`src/shared/pfcd_defs.svh`:
```
`ifndef PFCD_DEFS_SVH
`define PFCD_DEFS_SVH
// ****************************************
// Register byte offsets
// ****************************************
`define PFCD_A_CMD0    8'h00
`define PFCD_A_CMD1    8'h04
`define PFCD_A_CMD2    8'h08
`define PFCD_A_CMD3    8'h0c
`define PFCD_A_SUBMIT  8'h10
`define PFCD_A_CTRL    8'h14
`define PFCD_A_WIDTHS  8'h18
`define PFCD_A_STATUS  8'h1c
`define PFCD_A_CONS    8'h20
// ****************************************
// Command fields
// ****************************************
`define PFCD_OP_CFG    8'h01
`define PFCD_OP_ADDR   8'h02
`define PFCD_B_SSV     11
`define PFCD_B_STREAM_SECURITY_SELECT    10
`define PFCD_VA_LSB    12
// ****************************************
// CTRL bits
// ****************************************
`define PFCD_C_NS_EN   0
`define PFCD_C_S_EN    1
`define PFCD_C_SECURE  2
`define PFCD_C_S1      3
`define PFCD_C_S2      4
`define PFCD_C_HW_TABLE_UPDATE    5
`define PFCD_C_V30     6
`define PFCD_C_STRICT  7
`define PFCD_CTRL_RST  32'h0000_ffc0
// ****************************************
// Status and limits
// ****************************************
`define PFCD_S_BUSY    0
`define PFCD_S_ERR     1
`define PFCD_S_IGN     2
`define PFCD_ERR_ILL   2'h1
`define PFCD_WID_RST   32'h0000_0000
`define PFCD_MAX_LOG   5'h04
`define PFCD_MAX_OPS   6'h10
`endif

```
`src/shared/pfcd_pkg.sv`:
```
package pfcd_pkg;
  typedef struct packed {
    logic        cfg_valid;
    logic        ctx_valid;
    logic        tr_valid;
    logic        af_set;
    logic        secure;
    logic [31:0] sid;
    logic        substream_valid_flag;
    logic [19:0] ssid;
    logic [63:0] addr;
  } pfcd_req_s;

  typedef struct packed {
    logic        hsel;
    logic [31:0] haddr;
    logic [1:0]  htrans;
    logic        hwrite;
    logic [2:0]  hsize;
    logic [31:0] hwdata;
    logic        hready;
  } pfcd_ahb_s;

  typedef enum logic [1:0] {
    PFCD_IDLE,
    PFCD_DECODE,
    PFCD_WALK
  } pfcd_state_e;
endpackage : pfcd_pkg

```
`src/core/pfcd_core.sv`:
```
// The register offsets and register access over AHB-Lite were left to the implementer.
`include "pfcd_defs.svh"
// Operation
// - Substream valid flag 0 means no secondary tag, 1 means supplied and used.
// - Secure queue command uses select bit 0 non-secure, 1 secure tag.
// - Non-secure queue command with select bit 1 raises illegal command error.
// - Virtual address is command bits 63:12 with bits 11:0 zero.
// - Physical addresses carry 51:12, message target 51:2, rest zero.
// - Out-of-range parameter makes the command do nothing.
// - Stream tag out of range beyond width of its security state.
// - Secondary tag out of range beyond implemented secondary width.
// - Out-of-range prefetch never errors; bad address silently ignored.
// - Address out of range by stage 1 sign bits or stage 2 width.
// - Zero secondary width or context limit makes valid flag act as 0.
// - Prefetch to invalid config or faulting address fails silently.
// - Translation disabled: prefetch consumed but starts nothing.
// - Config prefetch fetches stream record, and context when tag valid.
// - Both stages with stage 2 updating set access flag on context fetch.
// - Address prefetch fetches records and translations for a span.
// - Targets are base plus n shifted by 12 plus stride, n below 2^size.
// - Early version ignores stride or raises illegal error when non-zero.
// - Number of translation operations per prefetch is capped.
// - Hardware updating marks stage 2 descriptors accessed for context fetch.
// - First error stops consumption, leaves index, reports code.
module pfcd_core (
  input  wire logic              clk_sys,
  input  wire logic              rst_n,
  input  wire pfcd_pkg::pfcd_ahb_s ahb_in,
  output logic [31:0]            hrdata,
  output logic                   hreadyout,
  output logic                   hresp,
  output pfcd_pkg::pfcd_req_s    pf_req,
  output logic                   cmd_error
);

  // ****************************************
  // Decode helpers
  // ****************************************
  function automatic logic tag_oor(input logic [31:0] v, input logic [5:0] w);
    tag_oor = (w < 6'h20) && ((v >> w) != 32'h0000_0000);
  endfunction : tag_oor

  function automatic logic addr_oor(input logic [63:0] a, input logic [31:0] c);
    logic [63:0] hi;
    logic [5:0]  vaw;
    logic [5:0]  intermediate_addr_width;
    hi  = 64'h0;
    vaw = c[13:8];
    intermediate_addr_width = c[19:14];
    addr_oor = 1'b0;
    if (c[`PFCD_C_S1] && vaw != 6'h00) begin
      hi = 64'($signed(a) >>> (vaw - 6'h01));
      if (hi != 64'h0 && hi != {64{1'b1}}) begin
        addr_oor = 1'b1;
      end
    end
    if (c[`PFCD_C_S2] && ((a >> intermediate_addr_width) != 64'h0)) begin
      addr_oor = 1'b1;
    end
  endfunction : addr_oor

  // ****************************************
  // Registers
  // ****************************************
  logic [31:0] cmd_r [4];
  logic [31:0] ctrl_r;
  logic [31:0] wid_r;
  logic        err_r;
  logic [1:0]  code_r;
  logic        ign_r;
  logic [31:0] cons_r;
  logic        q_sec_r;
  logic        go_r;
  logic        wr_ph_r;
  logic [7:0]  wa_r;
  pfcd_pkg::pfcd_state_e st_r;
  logic [63:0] addr_r;
  logic [63:0] step_r;
  logic [5:0]  cnt_r;
  logic [5:0]  lim_r;
  logic        fin_ok;
  logic        fin_err;
  logic        pf_ign;
  logic        en;

  wire logic a_ph = ahb_in.hsel && ahb_in.htrans[1] && ahb_in.hready;
  wire logic wr_go = wr_ph_r && wa_r == `PFCD_A_SUBMIT;
  wire logic wr_st = wr_ph_r && wa_r == `PFCD_A_STATUS;

  // ****************************************
  // Bus slave
  // ****************************************
  always_ff @(posedge clk_sys) begin
    if (!rst_n) begin
      wr_ph_r   <= 1'b0;
      wa_r      <= 8'h00;
      hreadyout <= 1'b0;
      hresp     <= 1'b0;
    end else begin
      wr_ph_r   <= a_ph && ahb_in.hwrite;
      wa_r      <= ahb_in.haddr[7:0];
      hreadyout <= 1'b1;
      hresp     <= 1'b0;
    end
  end

  always_ff @(posedge clk_sys) begin
    if (!rst_n) begin
      hrdata <= 32'h0000_0000;
    end else if (a_ph && !ahb_in.hwrite) begin
      case (ahb_in.haddr[7:0])
        `PFCD_A_CMD0:   hrdata <= cmd_r[0];
        `PFCD_A_CMD1:   hrdata <= cmd_r[1];
        `PFCD_A_CMD2:   hrdata <= cmd_r[2];
        `PFCD_A_CMD3:   hrdata <= cmd_r[3];
        `PFCD_A_CTRL:   hrdata <= ctrl_r;
        `PFCD_A_WIDTHS: hrdata <= wid_r;
        `PFCD_A_STATUS: hrdata <= {27'h0, code_r, ign_r, err_r, st_r != pfcd_pkg::PFCD_IDLE};
        `PFCD_A_CONS:   hrdata <= cons_r;
        default:        hrdata <= 32'h0000_0000;
      endcase
    end
  end

  // Command words are frozen while a command is in flight
  generate
    for (genvar i = 0; i < 4; i++) begin : g_cmd
      always_ff @(posedge clk_sys) begin
        if (!rst_n) begin
          cmd_r[i] <= 32'h0000_0000;
        end else if (wr_ph_r && wa_r == 8'(4 * i) && st_r == pfcd_pkg::PFCD_IDLE) begin
          cmd_r[i] <= ahb_in.hwdata;
        end
      end
    end
  endgenerate

  always_ff @(posedge clk_sys) begin
    if (!rst_n) begin
      ctrl_r <= `PFCD_CTRL_RST;
      wid_r  <= `PFCD_WID_RST;
    end else if (wr_ph_r && wa_r == `PFCD_A_CTRL) begin
      ctrl_r <= ahb_in.hwdata;
    end else if (wr_ph_r && wa_r == `PFCD_A_WIDTHS) begin
      wid_r <= ahb_in.hwdata;
    end
  end

  // ****************************************
  // Submission and error state
  // ****************************************
  // A raised error blocks further commands until software clears it
  always_ff @(posedge clk_sys) begin
    if (!rst_n) begin
      go_r    <= 1'b0;
      q_sec_r <= 1'b0;
    end else begin
      go_r <= wr_go && !err_r && st_r == pfcd_pkg::PFCD_IDLE;
      if (wr_go) begin
        q_sec_r <= ahb_in.hwdata[0] && ctrl_r[`PFCD_C_SECURE];
      end
    end
  end

  // Set wins over a clear written in the same cycle
  always_ff @(posedge clk_sys) begin
    if (!rst_n) begin
      err_r  <= 1'b0;
      code_r <= 2'h0;
      ign_r  <= 1'b0;
    end else begin
      if (fin_err) begin
        err_r  <= 1'b1;
        code_r <= `PFCD_ERR_ILL;
      end else if (wr_st && ahb_in.hwdata[`PFCD_S_ERR]) begin
        err_r  <= 1'b0;
        code_r <= 2'h0;
      end
      if (fin_ok) begin
        // Disabled translation counts as ignored, like a bad parameter
        ign_r <= go_r && (!en || pf_ign);
      end else if (wr_st && ahb_in.hwdata[`PFCD_S_IGN]) begin
        ign_r <= 1'b0;
      end
    end
  end

  // Consumed index stays on a failing command
  always_ff @(posedge clk_sys) begin
    if (!rst_n) begin
      cons_r <= 32'h0000_0000;
    end else if (fin_ok) begin
      cons_r <= cons_r + 32'h0000_0001;
    end
  end

  // ****************************************
  // Field decode
  // ****************************************
  wire logic [7:0]  op    = cmd_r[0][7:0];
  wire logic        ssv_f = cmd_r[0][`PFCD_B_SSV];
  wire logic        stream_security_select  = cmd_r[0][`PFCD_B_STREAM_SECURITY_SELECT];
  wire logic [19:0] ssid  = cmd_r[0][31:12];
  wire logic [31:0] sid   = cmd_r[1];
  wire logic [4:0]  size  = cmd_r[2][4:0];
  wire logic [4:0]  strd  = cmd_r[2][9:5];
  wire logic [63:0] va    = {cmd_r[3], cmd_r[2][31:12], 12'h000};
  wire logic        sec   = q_sec_r && stream_security_select;
  wire logic [5:0]  sidw  = sec ? wid_r[11:6] : wid_r[5:0];
  wire logic [4:0]  ssw   = wid_r[16:12];
  wire logic [4:0]  cdmax = wid_r[21:17];
  wire logic        ss_na = ssw == 5'h00 || cdmax == 5'h00;
  wire logic        substream_valid_flag   = ssv_f && !ss_na;
  wire logic        is_pf = op == `PFCD_OP_CFG || op == `PFCD_OP_ADDR;
  wire logic        v30   = ctrl_r[`PFCD_C_V30];
  wire logic        s_bad = !q_sec_r && stream_security_select;
  wire logic        d_bad = op == `PFCD_OP_ADDR && v30 && strd != 5'h00
                            && ctrl_r[`PFCD_C_STRICT];
  assign en = q_sec_r ? ctrl_r[`PFCD_C_S_EN] : ctrl_r[`PFCD_C_NS_EN];
  // Out-of-range tags or addresses quietly drop the whole command
  assign pf_ign = tag_oor(sid, sidw)
                             || (substream_valid_flag && tag_oor({12'h0, ssid}, {1'b0, ssw}))
                             || (op == `PFCD_OP_ADDR && addr_oor(va, ctrl_r));
  wire logic        af_on = ctrl_r[`PFCD_C_S1] && ctrl_r[`PFCD_C_S2]
                            && ctrl_r[`PFCD_C_HW_TABLE_UPDATE] && substream_valid_flag;

  assign fin_err = go_r && (!is_pf || s_bad || d_bad);
  assign fin_ok  = (go_r && !fin_err && (op == `PFCD_OP_CFG || !en || pf_ign))
                   || (st_r == pfcd_pkg::PFCD_WALK && cnt_r + 6'h01 >= lim_r);

  // ****************************************
  // Sequencer
  // ****************************************
  always_ff @(posedge clk_sys) begin
    if (!rst_n) begin
      st_r <= pfcd_pkg::PFCD_IDLE;
    end else begin
      case (st_r)
        pfcd_pkg::PFCD_IDLE: begin
          if (wr_go && !err_r) begin
            st_r <= pfcd_pkg::PFCD_DECODE;
          end
        end
        pfcd_pkg::PFCD_DECODE: begin
          if (fin_err || fin_ok) begin
            st_r <= pfcd_pkg::PFCD_IDLE;
          end else begin
            st_r <= pfcd_pkg::PFCD_WALK;
          end
        end
        pfcd_pkg::PFCD_WALK: begin
          if (fin_ok) begin
            st_r <= pfcd_pkg::PFCD_IDLE;
          end
        end
        default: st_r <= pfcd_pkg::PFCD_IDLE;
      endcase
    end
  end

  // Span is cut at a fixed number of lookups so one command cannot
  // hold the engine for up to 2^31 cycles
  always_ff @(posedge clk_sys) begin
    if (!rst_n) begin
      addr_r <= 64'h0;
      step_r <= 64'h0;
      cnt_r  <= 6'h00;
      lim_r  <= 6'h01;
    end else if (go_r) begin
      addr_r <= va;
      step_r <= 64'h1 << (`PFCD_VA_LSB + (v30 ? 5'h00 : strd));
      cnt_r  <= 6'h00;
      lim_r  <= size >= `PFCD_MAX_LOG ? `PFCD_MAX_OPS : 6'(1 << size);
    end else if (st_r == pfcd_pkg::PFCD_WALK) begin
      addr_r <= addr_r + step_r;
      cnt_r  <= cnt_r + 6'h01;
    end
  end

  // ****************************************
  // Requests to the translation caches
  // ****************************************
  always_ff @(posedge clk_sys) begin
    if (!rst_n) begin
      pf_req    <= '0;
      cmd_error <= 1'b0;
    end else begin
      cmd_error         <= err_r || fin_err;
      pf_req.cfg_valid  <= go_r && !fin_err && en && !pf_ign;
      pf_req.ctx_valid  <= go_r && !fin_err && en && !pf_ign && substream_valid_flag;
      pf_req.af_set     <= go_r && !fin_err && en && !pf_ign && af_on;
      pf_req.tr_valid   <= st_r == pfcd_pkg::PFCD_WALK;
      if (go_r) begin
        pf_req.secure <= sec;
        pf_req.sid    <= sid;
        pf_req.substream_valid_flag    <= substream_valid_flag;
        pf_req.ssid   <= substream_valid_flag ? ssid : 20'h0;
        pf_req.addr   <= va;
      end else if (st_r == pfcd_pkg::PFCD_WALK) begin
        pf_req.addr <= addr_r;
      end
    end
  end

endmodule : pfcd_core

```
`config.mk`:
```
export PLATFORM = sky130hd
export DESIGN_NAME = pfcd_core
export DESIGN_NICKNAME = d
export VERILOG_FILES = /design/src/shared/pfcd_pkg.sv /design/src/core/pfcd_core.sv
export VERILOG_INCLUDE_DIRS = /design/src /design/src/shared
export SDC_FILE = /design/constraint.sdc
export NUM_CORES = 1
export LEC_CHECK = 0
export ABC_CLOCK_PERIOD_IN_PS = 6800
export BUFFER_PORTS_ARGS = -buffer_cell sky130_fd_sc_hd__buf_2
export CORE_UTILIZATION = 45
export CTS_CLUSTER_DIAMETER = 120
export DETAILED_ROUTE_END_ITERATION = 8
export PLACE_DENSITY_LB_ADDON = 0.25
export SLEW_MARGIN = 30
export SYNTH_ARGS = -nofsm -noshare
export SYNTH_HDL_FRONTEND = slang
export SYNTH_SLANG_ARGS = --single-unit
export TNS_END_PERCENT = 10
```
`constraint.sdc`:
```
create_clock -name clk_sys -period 6.8 [get_ports clk_sys]
set_input_delay 1.36 -clock clk_sys [delete_from_list [all_inputs] [get_ports clk_sys]]
set_output_delay 1.36 -clock clk_sys [all_outputs]
set_load 0.01 [all_outputs]
```
After elaboration in Yosys (flattened, before gate mapping):

Memory sizes are Yosys's and may differ from the RTL's.
Cells that the tools add are included.

* add/sub/neg operators: 5
* magnitude comparators: 3
* equal/unequal tests: 21
* shift-type cells: 6
* muxes and demuxes: 41
* bitwise logic cells: 6
* reduce and logical (&&, ||, !) cells: 83

Operators by type and width (count)
* two-way mux 64 bit: 4
* one-hot mux 32 bit (8 select lines): 1
* two-way mux 32 bit: 4
* nonzero test 64 bit: 2
* adder 64 bit: 1
* inequality test 64 bit, second input constant: 1
* nonzero test 32 bit: 2
* left shift 1 x 6 -> 64 bit, first input constant: 1
* right shift 64 x 6 -> 64 bit: 1
* >>> shifter 64 x 6 -> 64 bit: 1
* == test 8 x 5 -> 1 bit, second input constant: 7
* logical AND 1 bit: 45
* adder 32 x 1 -> 32 bit, second input constant: 1
* == test 8 x 4 -> 1 bit, second input constant: 4
* right shift 20 x 5 -> 32 bit: 1
* right shift 32 x 6 -> 32 bit: 1
* two-way mux 1 bit: 24
* two-way mux 20 bit: 1
* == test 8 x 3 -> 1 bit, second input constant: 2
* logical NOT 8 bit: 2
* logical OR 1 bit: 12
* two-way mux 6 bit: 2
* logical NOT 5 bit: 2
* == test 8 x 1 -> 1 bit, second input constant: 1
* other kinds (25): 42

* register bits after elaboration: 408
* RAM bits: 128
* bits of input ports: 74
* output and inout bits: 157
* memories kept: 1

Memories
* cmd_r: words 4, bits a word 32, read ports 4, clocked after Yosys merged registers in 0, write ports 4, line pfcd_core.sv:65 `logic [31:0] cmd_r [4];`

Logic depth before layout (Yosys ltp):

Gate-level depths: netlist of the first run.

* depth after elaboration: 15
* mapped depth: 22

Least setup slack after synthesis of the first run:

OpenSTA, ideal clock, no wires.

* path type: register to register
* start: register ctrl_r[8]
* end: register pf_req[118] (netlist name)
* arrival: 4.882 ns
* data required time: 6.722 ns
* setup slack: 1.840 ns
* stages on the path, launching flop included: 20
* cell sequence: dfxtp_1 buf_6 buf_4 buf_2 inv_1 ha_1 buf_2 buf_2 mux4_2 or4_1 o311a_1 nand3_1 nand4_1 a2111oi_0 o2111ai_1 or4_1 o31ai_2 o21bai_1 or3_1 nor3_1

* cells in the longest elaborated chain, start to end: 12

Ends and longest elaborated chain
* from (decl): line pfcd_core.sv:66 `logic [31:0] ctrl_r;`
* from (signal assigned): line pfcd_core.sv:140 `` ctrl_r <= `PFCD_CTRL_RST; ``
* from (signal assigned): line pfcd_core.sv:143 `ctrl_r <= ahb_in.hwdata;`
* subtractor 6 x 1 -> 6 bit: line pfcd_core.sv:52 `hi = 64'($signed(a) >>> (vaw - 6'h01));`
* >>> shifter 64 x 6 -> 64 bit: line pfcd_core.sv:52
* inequality test 64 bit or nonzero test 64 bit (tied branches): line pfcd_core.sv:53 `if (hi != 64'h0 && hi != {64{1'b1}}) begin`
* logical AND 1 bit: line pfcd_core.sv:53
* two-way mux 1 bit: line pfcd_core.sv:53
* two-way mux 1 bit *: line pfcd_core.sv:51 `` if (c[`PFCD_C_S1] && vaw != 6'h00) begin ``
* two-way mux 1 bit *: line pfcd_core.sv:57 `` if (c[`PFCD_C_S2] && ((a >> intermediate_addr_width) != 64'h0)) begin ``
* logical AND 1 bit *: line pfcd_core.sv:223 `` || (op == `PFCD_OP_ADDR && addr_oor(va, ctrl_r)); ``
* logical OR 1 bit *: line pfcd_core.sv:221 `assign pf_ign = tag_oor(sid, sidw)`
* logical NOT 1 bit *: line pfcd_core.sv:291 `pf_req.af_set <= go_r && !fin_err && en && !pf_ign && af_on;`
* logical AND 1 bit * (2 in series): line pfcd_core.sv:291
* to (decl): line pfcd_core.sv:32 `output pfcd_pkg::pfcd_req_s pf_req,`

Every way passes the cells marked *; elsewhere a longest branch is shown, timed or not.
A chain may end at the register's enable or synchronous reset.

Final worst setup path of the first run:

* start: register ctrl_r[8]
* end: register cons_r[31]

* cells in the longest elaborated chain, start to end: 12

Ends and longest elaborated chain
* subtractor 6 x 1 -> 6 bit: line pfcd_core.sv:52
* >>> shifter 64 x 6 -> 64 bit: line pfcd_core.sv:52
* inequality test 64 bit or nonzero test 64 bit (tied branches): line pfcd_core.sv:53
* logical AND 1 bit: line pfcd_core.sv:53
* two-way mux 1 bit: line pfcd_core.sv:53
* two-way mux 1 bit *: line pfcd_core.sv:51
* two-way mux 1 bit *: line pfcd_core.sv:57
* logical AND 1 bit *: line pfcd_core.sv:223
* logical OR 1 bit *: line pfcd_core.sv:221
* logical OR 1 bit *: line pfcd_core.sv:228 `` assign fin_ok = (go_r && !fin_err && (op == `PFCD_OP_CFG || !en || pf_ign)) ``
* logical AND 1 bit *: line pfcd_core.sv:228
* logical OR 1 bit *: line pfcd_core.sv:228
* to (signal assigned): line pfcd_core.sv:193 `cons_r <= cons_r + 32'h0000_0001;`
* to (decl): line pfcd_core.sv:71 `logic [31:0] cons_r;`

Marked as above.

==> metrics.csv, run 1 <==
metric;value;unit
WHS;0.4508;ns
wire per inst;24.48;um
Setup crit end;cons_r[31]$_SDFFE_PN0P_;
Primary FF master, synth;dfxtp_1;
CTS tree;yes;
Max Root-Sink Buffers;3;
drc violations;0;
register area share after synthesis;0.3732;
Final #Nets;3933;
hold path start;lim_r[5]$_SDFFE_PN0P_;
core area;0.07039;mm2
Post-synth EDFFs;128;
Setup CP Type;reg -> reg;
Mean Syn Cell Area;8.595;um2
CTS Sinks;535;
worst reg2reg startpoint;ctrl_r[8]$_SDFFE_PN1P_;
async set-or-reset flop fraction in the synthesized netlist;0;
initial antenna violation count;5;
Die W;269.2;um
DR vias;30340;
IO Count;231;
port bufs;201;
slew margin rel.;0.2948;
Critical Path RT;7.29;ns
largest net degree at the start of global routing;108;
Detailed Route WL;116800;um
status;complete, no violations;
Synth Area in Compound Gates;0.2036;
worst-path fanout max;35;
flop and latch count out of synthesis;535;
global-route usage over all layers;0.3105;
die height;269.2;um
Synth cell types;96;
dpl hpwl;83280;um
Slew Viols, Final;0;
final instance area;0.03595;mm2
worst hold path class;reg -> reg;
Placement Cell Area;0.03382;mm2
largest family of logic cells by synthesized area;simple AND/OR/NAND/NOR gates;
clock transition at the registers of the reported paths;0.07;ns
CTS-repair resized insts;0;
Clock Root Buffer;clkbuf_16;
CTS H-tree depth;2;
drt initial violations;4170;
setup slack after layout;0.9212;ns
Post-Synth XOR/XNOR Area;0.01686;
number of global-route vias before repair;27500;
fin crit share;0.8645;
commonest cells after routing, fill and taps aside;571 x nand2_1, 403 x dfxtp_1, 290 x a21oi_1, 246 x nor2_1, 200 x buf_2;
cells on worst reg2reg path;16;
r2r setup slk;0.92;ns
pre-CTS setup slack;1.025;ns
first drt pass iteration count;6;
Hold Crit Depth;2;
antenna-violating nets left;0;
Slew @ Worst Pin;1.057;ns
mapped cell area;0.03213;mm2
critical path capture point type;flip-flop;
Synth Area in Adders;0.02944;
setup TNS;0;ns
pwr/cell area;199.0;mW/mm2
Clk Latency, worst-skew pair;0.67;ns
count of final hold-check violations;0;
initial cell density of the core;0.4564;
routability cong.;1.002;
Worst R2R End;cons_r[31]$_SDFFE_PN0P_;
# fillers;6681;
Setup Viol. Count Final;0;
layout cell share with drive strength beyond 1;0.1441;
RSZ-0062 raised after global routing;no;
Post-Synth Simple-Gate Area;0.2096;
grt total ovfl;0;
cell row count;97;
hold buffer count at CTS;0;
post-synthesis mux area share;0.1218;
post-synthesis cell count;3738;
Syn-to-layout area delta;11.90;%
minimum clock period;5.879;ns
multi-input logic area;0.01882;mm2
crit path from;ctrl_r[8]$_SDFFE_PN1P_;
Ys Warns;0;
Startpoint Class;flip-flop;
vias per cell;6.357;
VDD IR max;0.2067;mV
postcts setup bufs;0;
CTS buffer count;57;
Pleak;13.71;nW
CP arrival;6.37;ns
Final Skew;0.06445;ns
die area;0.07247;mm2
Seq. cell area;0.01200;mm2
Mapped Nets;3887;
f_max;0.1701;GHz
Max-cap violations;0;
commonest non-fill, non-tap cell in the layout;nand2_1;
first-pass GRT wire length;175400;um
-- through the flow --
stage / power, W / std cells / util
after floorplan: 0.003579 / 3738 / -
after global placement: 0.003748 / 4663 / 0.4800
after detailed placement: 0.003749 / 4664 / 0.4804
after CTS: 0.007166 / 4771 / 0.5103
after global routing: 0.007324 / 4772 / 0.5107
final: 0.007155 / 4773 / 0.5107
-- critical path, cell delays in order, from the launching register on --
cell     delay, ns
dfxtp_4       0.43
inv_1         0.22
ha_1          0.35
nor3b_1       0.57
xor2_2        0.86
buf_4         0.32
nor2_1        0.08
a311o_1       0.35
a22o_1        0.24
or4_1         0.39
nor4_1        0.29
nand4_1       0.45
o32ai_2       0.52
a21oi_4       0.05
buf_4         0.26
nor4b_1       0.21
mux2i_1       0.13
-- cells in the mapped netlist, types with 15 or more instances --
library cell / instances / share of area
nor2b_1: 25 / 0.0049
and3_1: 31 / 0.0060
dfxtp_1: 407 / 0.25
ha_1: 74 / 0.029
mux2i_1: 166 / 0.052
inv_1: 66 / 0.0077
o21bai_1: 19 / 0.0044
o21a_1: 23 / 0.0054
a221oi_1: 25 / 0.0068
nor2_1: 253 / 0.030
and2_1: 151 / 0.029
a211oi_1: 45 / 0.011
a21oi_1: 290 / 0.045
or3_1: 23 / 0.0045
buf_2: 29 / 0.0045
a22o_1: 38 / 0.010
nand2b_1: 45 / 0.0088
nor3_1: 79 / 0.012
clkbuf_1: 199 / 0.023
nand4_1: 48 / 0.0093
a21o_1: 39 / 0.0091
nand2_1: 572 / 0.067
edfxtp_1: 128 / 0.12
nand3_1: 88 / 0.014
a31oi_1: 100 / 0.019
o31ai_1: 15 / 0.0035
mux2_2: 57 / 0.020
buf_1: 36 / 0.0042
xnor2_1: 47 / 0.013
o211ai_1: 23 / 0.0054
nor4_1: 26 / 0.0051
mux4_2: 71 / 0.050
o21ai_0: 201 / 0.031
a22oi_1: 27 / 0.0063
-- worst min path at each step --
stage / to / slack (ns)
6_report: lim_r[5]$_SDFFE_PN0P_ / 0.45
5_1_grt: lim_r[5]$_SDFFE_PN0P_ / 0.47
4_1_cts: lim_r[5]$_SDFFE_PN0P_ / 0.45
3_5_place_dp: lim_r[5]$_SDFFE_PN0P_ / 0.44
3_3_place_gp: lim_r[5]$_SDFFE_PN0P_ / 0.43
2_1_floorplan: lim_r[5]$_SDFFE_PN0P_ / 0.42
-- cell families after synthesis --
logic type,Yosys count
AOI/OAI and AO/OA,1005
xor gates and xnor gates,61
adders and majority gates,75
buffers and inverters,350
DFF,535
muxes,295
other,1
and+or+nand+nor,1416
-- sequential cells by signal (all words and copies together), names as in the netlist, 2 cells and up --
name / count
cons_r: 32
ctrl_r: 32
lim_r: 6
step_r: 64
pf_req: 122
cmd_r: 128
st_r: 2
wid_r: 32
hrdata: 32
wa_r: 8
addr_r: 64
cnt_r: 6
-- power by group --
| group | internal, W | switching (W) |
|---|---|---|
| logic | 0.000108 | 0.000227 |
| registers | 0.00328 | 0.0000786 |
| clock network | 0.00208 | 0.00138 |
| total | 0.00547 | 0.00169 |
-- metal layers --
layer / part of all wire / GRT usage / wire [um]
met1: 0.42 / 0.4367 / 49620
met2: 0.45 / 0.4773 / 52070
met3: 0.096 / 0.05441 / 11200
met4: 0.034 / 0.1090 / 3919
met5: 0.00015 / 0 / 17
-- final cells by class --
class	instances	area share
well taps	940	0.03271
repair buffers	270	0.04437
inverters	67	0.007134
diodes	1	0.00006960
clock buffers	81	0.04587
flip-flops and latches	535	0.3338
multi-input cells	2853	0.5235
clock inverters	26	0.01249
(Power assumes the default switching activity.)
==> run 2, diff against run 1 <==
CTS_BUF_LIST = sky130_fd_sc_hd__clkbuf_16   (was default)
==> run 2 against run 1 <==
Register-to-register slack is essentially flat. Die area is the same. Sequential share of layout area up 0.086 points. Routed wire length up 0.20%. Total power fell by 1.6%. Utilization shrank 0.13 points. First-iteration DRC count down 1.2%. Setup slack better by 0.0037 ns. Highest routed layer unchanged.
==> metrics.csv, run 2 (same netlist as run 1, synthesis figures left out) <==
metric;value;unit;change
Detailed Route WL;117100;um;was 116800 um
CTS buffer count;57;;unchanged
Setup Viol. Count Final;0;;unchanged
layout cell share with drive strength beyond 1;0.1422;;was 0.1441
core area;0.07039;mm2;unchanged
setup TNS;0;ns;unchanged
drc violations;0;;unchanged
antenna-violating nets left;0;;unchanged
IO Count;231;;unchanged
grt total ovfl;0;;unchanged
Final #Nets;3933;;unchanged
die area;0.07247;mm2;unchanged
initial cell density of the core;0.4564;;unchanged
Slew @ Worst Pin;1.064;ns;was 1.057 ns
DR vias;30360;;was 30340
worst reg2reg startpoint;ctrl_r[8]$_SDFFE_PN1P_;;unchanged
number of global-route vias before repair;27460;;was 27500
max reg flops;128;;unchanged
GR Layer Usage met1;0.4362;;was 0.4367
worst-path fanout max;35;;unchanged
Critical Path RT;7.29;ns;about the same
die height;269.2;um;unchanged
Slew Viols, Final;0;;unchanged
Pleak;13.72;nW;was 13.71 nW
fin crit share;0.8640;;was 0.8645
dpl hpwl;83280;um;unchanged
Final Skew;0.06314;ns;was 0.06445 ns
Startpoint Class;flip-flop;;unchanged
CTS H-tree depth;2;;unchanged
Syn-to-layout area delta;11.61;%;was 11.90%
routability cong.;1.002;;unchanged
Setup CP Type;reg -> reg;;unchanged
Worst R2R End;cons_r[31]$_SDFFE_PN0P_;;unchanged
n_diodes;0;;was 1
biggest regs;cmd_r (128), pf_req (122);;unchanged
commonest non-fill, non-tap cell in the layout;nand2_1;;unchanged
Die W;269.2;um;unchanged
global-route usage over all layers;0.3103;;was 0.3105
GR peak layer;met2;;unchanged
Clock Root Buffer;clkbuf_16;;unchanged
Placement Cell Area;0.03382;mm2;unchanged
worst hold path class;reg -> reg;;unchanged
# fillers;6695;;was 6681
Max Root-Sink Buffers;3;;unchanged
worst-path cell chain;inv_1 > ha_1 > nor3b_1 > xor2_2 > buf_4 > nor2_1 > a311o_1 > a22o_1 > or4_1 > nor4_1 > nand4_1 > o32ai_2 > a21oi_4 > buf_4 > nor4b_1 > mux2i_1;;unchanged
RSZ-0062 raised after global routing;no;;unchanged
global-route met3 utilization;0.05548;;was 0.05441
hold buffer count at CTS;0;;unchanged
r2r setup slk;0.92;ns;about the same
CTS-repair resized insts;0;;unchanged
hold endpoint;lim_r[5]$_SDFFE_PN0P_;;unchanged
pwr/cell area;196.4;mW/mm2;was 199.0 mW/mm2
f_max;0.1702;GHz;was 0.1701 GHz
CTS tree;yes;;unchanged
CP peak stage delay;0.85;ns;was 0.86 ns
Biggest register;cmd_r;;unchanged
cells on worst reg2reg path;16;;unchanged
slowest CP cell;xor2_2;;unchanged
drt initial violations;4121;;was 4170
postcts setup bufs;0;;unchanged
Hold Crit Depth;2;;unchanged
CP arrival;6.37;ns;about the same
VDD IR max;0.2089;mV;was 0.2067 mV
hold path start;lim_r[5]$_SDFFE_PN0P_;;unchanged
port bufs;201;;unchanged
GRT met2 Usage;0.4750;;was 0.4773
critical path capture point type;flip-flop;;unchanged
final instance area;0.03586;mm2;was 0.03595 mm2
minimum clock period;5.875;ns;was 5.879 ns
initial antenna violation count;4;;was 5
Top cell by count, worst path;buf_4;;unchanged
CTS Sinks;535;;unchanged
wire per inst;24.53;um;was 24.48 um
first drt pass iteration count;6;;unchanged
clock transition at the registers of the reported paths;0.07;ns;about the same
largest net degree at the start of global routing;108;;unchanged
vias per cell;6.363;;was 6.357
first-pass GRT wire length;175400;um;about the same
count of final hold-check violations;0;;unchanged
Clk Latency, worst-skew pair;0.67;ns;about the same
status;complete, no violations;;unchanged
cell row count;97;;unchanged
commonest cells after routing, fill and taps aside;571 x nand2_1, 403 x dfxtp_1, 290 x a21oi_1, 246 x nor2_1, 200 x buf_2;;unchanged
Max-cap violations;0;;unchanged
slew margin rel.;0.2896;;was 0.2948
## run 2: cell types whose count changed in the layout (fill, tap and decap cells not counted), sizes merged
cell | previous run | this run
inv | 67 | 82
clkinv | 14 | 21
clkbuf | 81 | 59
diode | 1 | 0
## run 2: worst max path at each step
stage | from | slack, ns | endpoint
2_1_floorplan | ctrl_r[8]$_SDFFE_PN1P_ | 1.84 | pf_req[118]$_SDFF_PN0_
3_3_place_gp | ctrl_r[8]$_SDFFE_PN1P_ | 1.0 | cons_r[31]$_SDFFE_PN0P_
3_5_place_dp | ctrl_r[8]$_SDFFE_PN1P_ | 1.02 | cons_r[31]$_SDFFE_PN0P_
4_1_cts | ctrl_r[8]$_SDFFE_PN1P_ | 1.01 | cons_r[31]$_SDFFE_PN0P_
5_1_grt | ctrl_r[8]$_SDFFE_PN1P_ | 0.76 | cons_r[30]$_SDFFE_PN0P_
6_report | ctrl_r[8]$_SDFFE_PN1P_ | 0.92 | cons_r[31]$_SDFFE_PN0P_
## run 2: layer usage
metal / part of all wire / vias to the layer above
met3: 0.093 / 250
met1: 0.43 / 14670
met5: 0.00023 / -
met4: 0.036 / 6
li1: - / 13830
met2: 0.44 / 1606
## run 2: power breakdown
group	leakage, nW	internal, W	switching, W	total, W
Sequential	4.61	0.00328	0.0000783	0.00336
Combinational	8.08	0.000108	0.000228	0.000336
Clock	1.02	0.00196	0.00139	0.00335
## run 2: area by class of cell
class | instances | area, um2 | share of cell area
multi-input cells | 2853 | 18820 | 0.5249
clock inverters | 48 | 531.8 | 0.01483
clock buffers | 59 | 1476 | 0.04117
well taps | 940 | 1176 | 0.03280
repair buffers | 270 | 1595 | 0.04449
flip-flops and latches | 535 | 12000 | 0.3347
inverters | 67 | 256.5 | 0.007153
## run 2: critical path, delay by kind of cell, from the launching register on
family / cells / cell delay (ns)
DFF: 1 / 0.43
adders and majority gates: 1 / 0.35
xor gates and xnor gates: 1 / 0.85
AOI/OAI and AO/OA: 4 / 1.15
buffers and inverters: 3 / 0.80
muxes: 1 / 0.13
and+or+nand+nor: 6 / 2.00
## run 2: per-stage QoR
step | utilization | cells | setup slack [ns] | hold slack, ns | power [W]
floorplan | - | 3738 | 1.840 | 0.4220 | 0.003579
global placement | 0.4800 | 4663 | 1.000 | 0.4327 | 0.003748
detailed placement | 0.4804 | 4664 | 1.025 | 0.4427 | 0.003749
CTS | 0.5090 | 4771 | 1.015 | 0.4536 | 0.007045
global route | 0.5094 | 4772 | 0.7560 | 0.4695 | 0.007203
finish | 0.5094 | 4772 | 0.9249 | 0.4505 | 0.007043
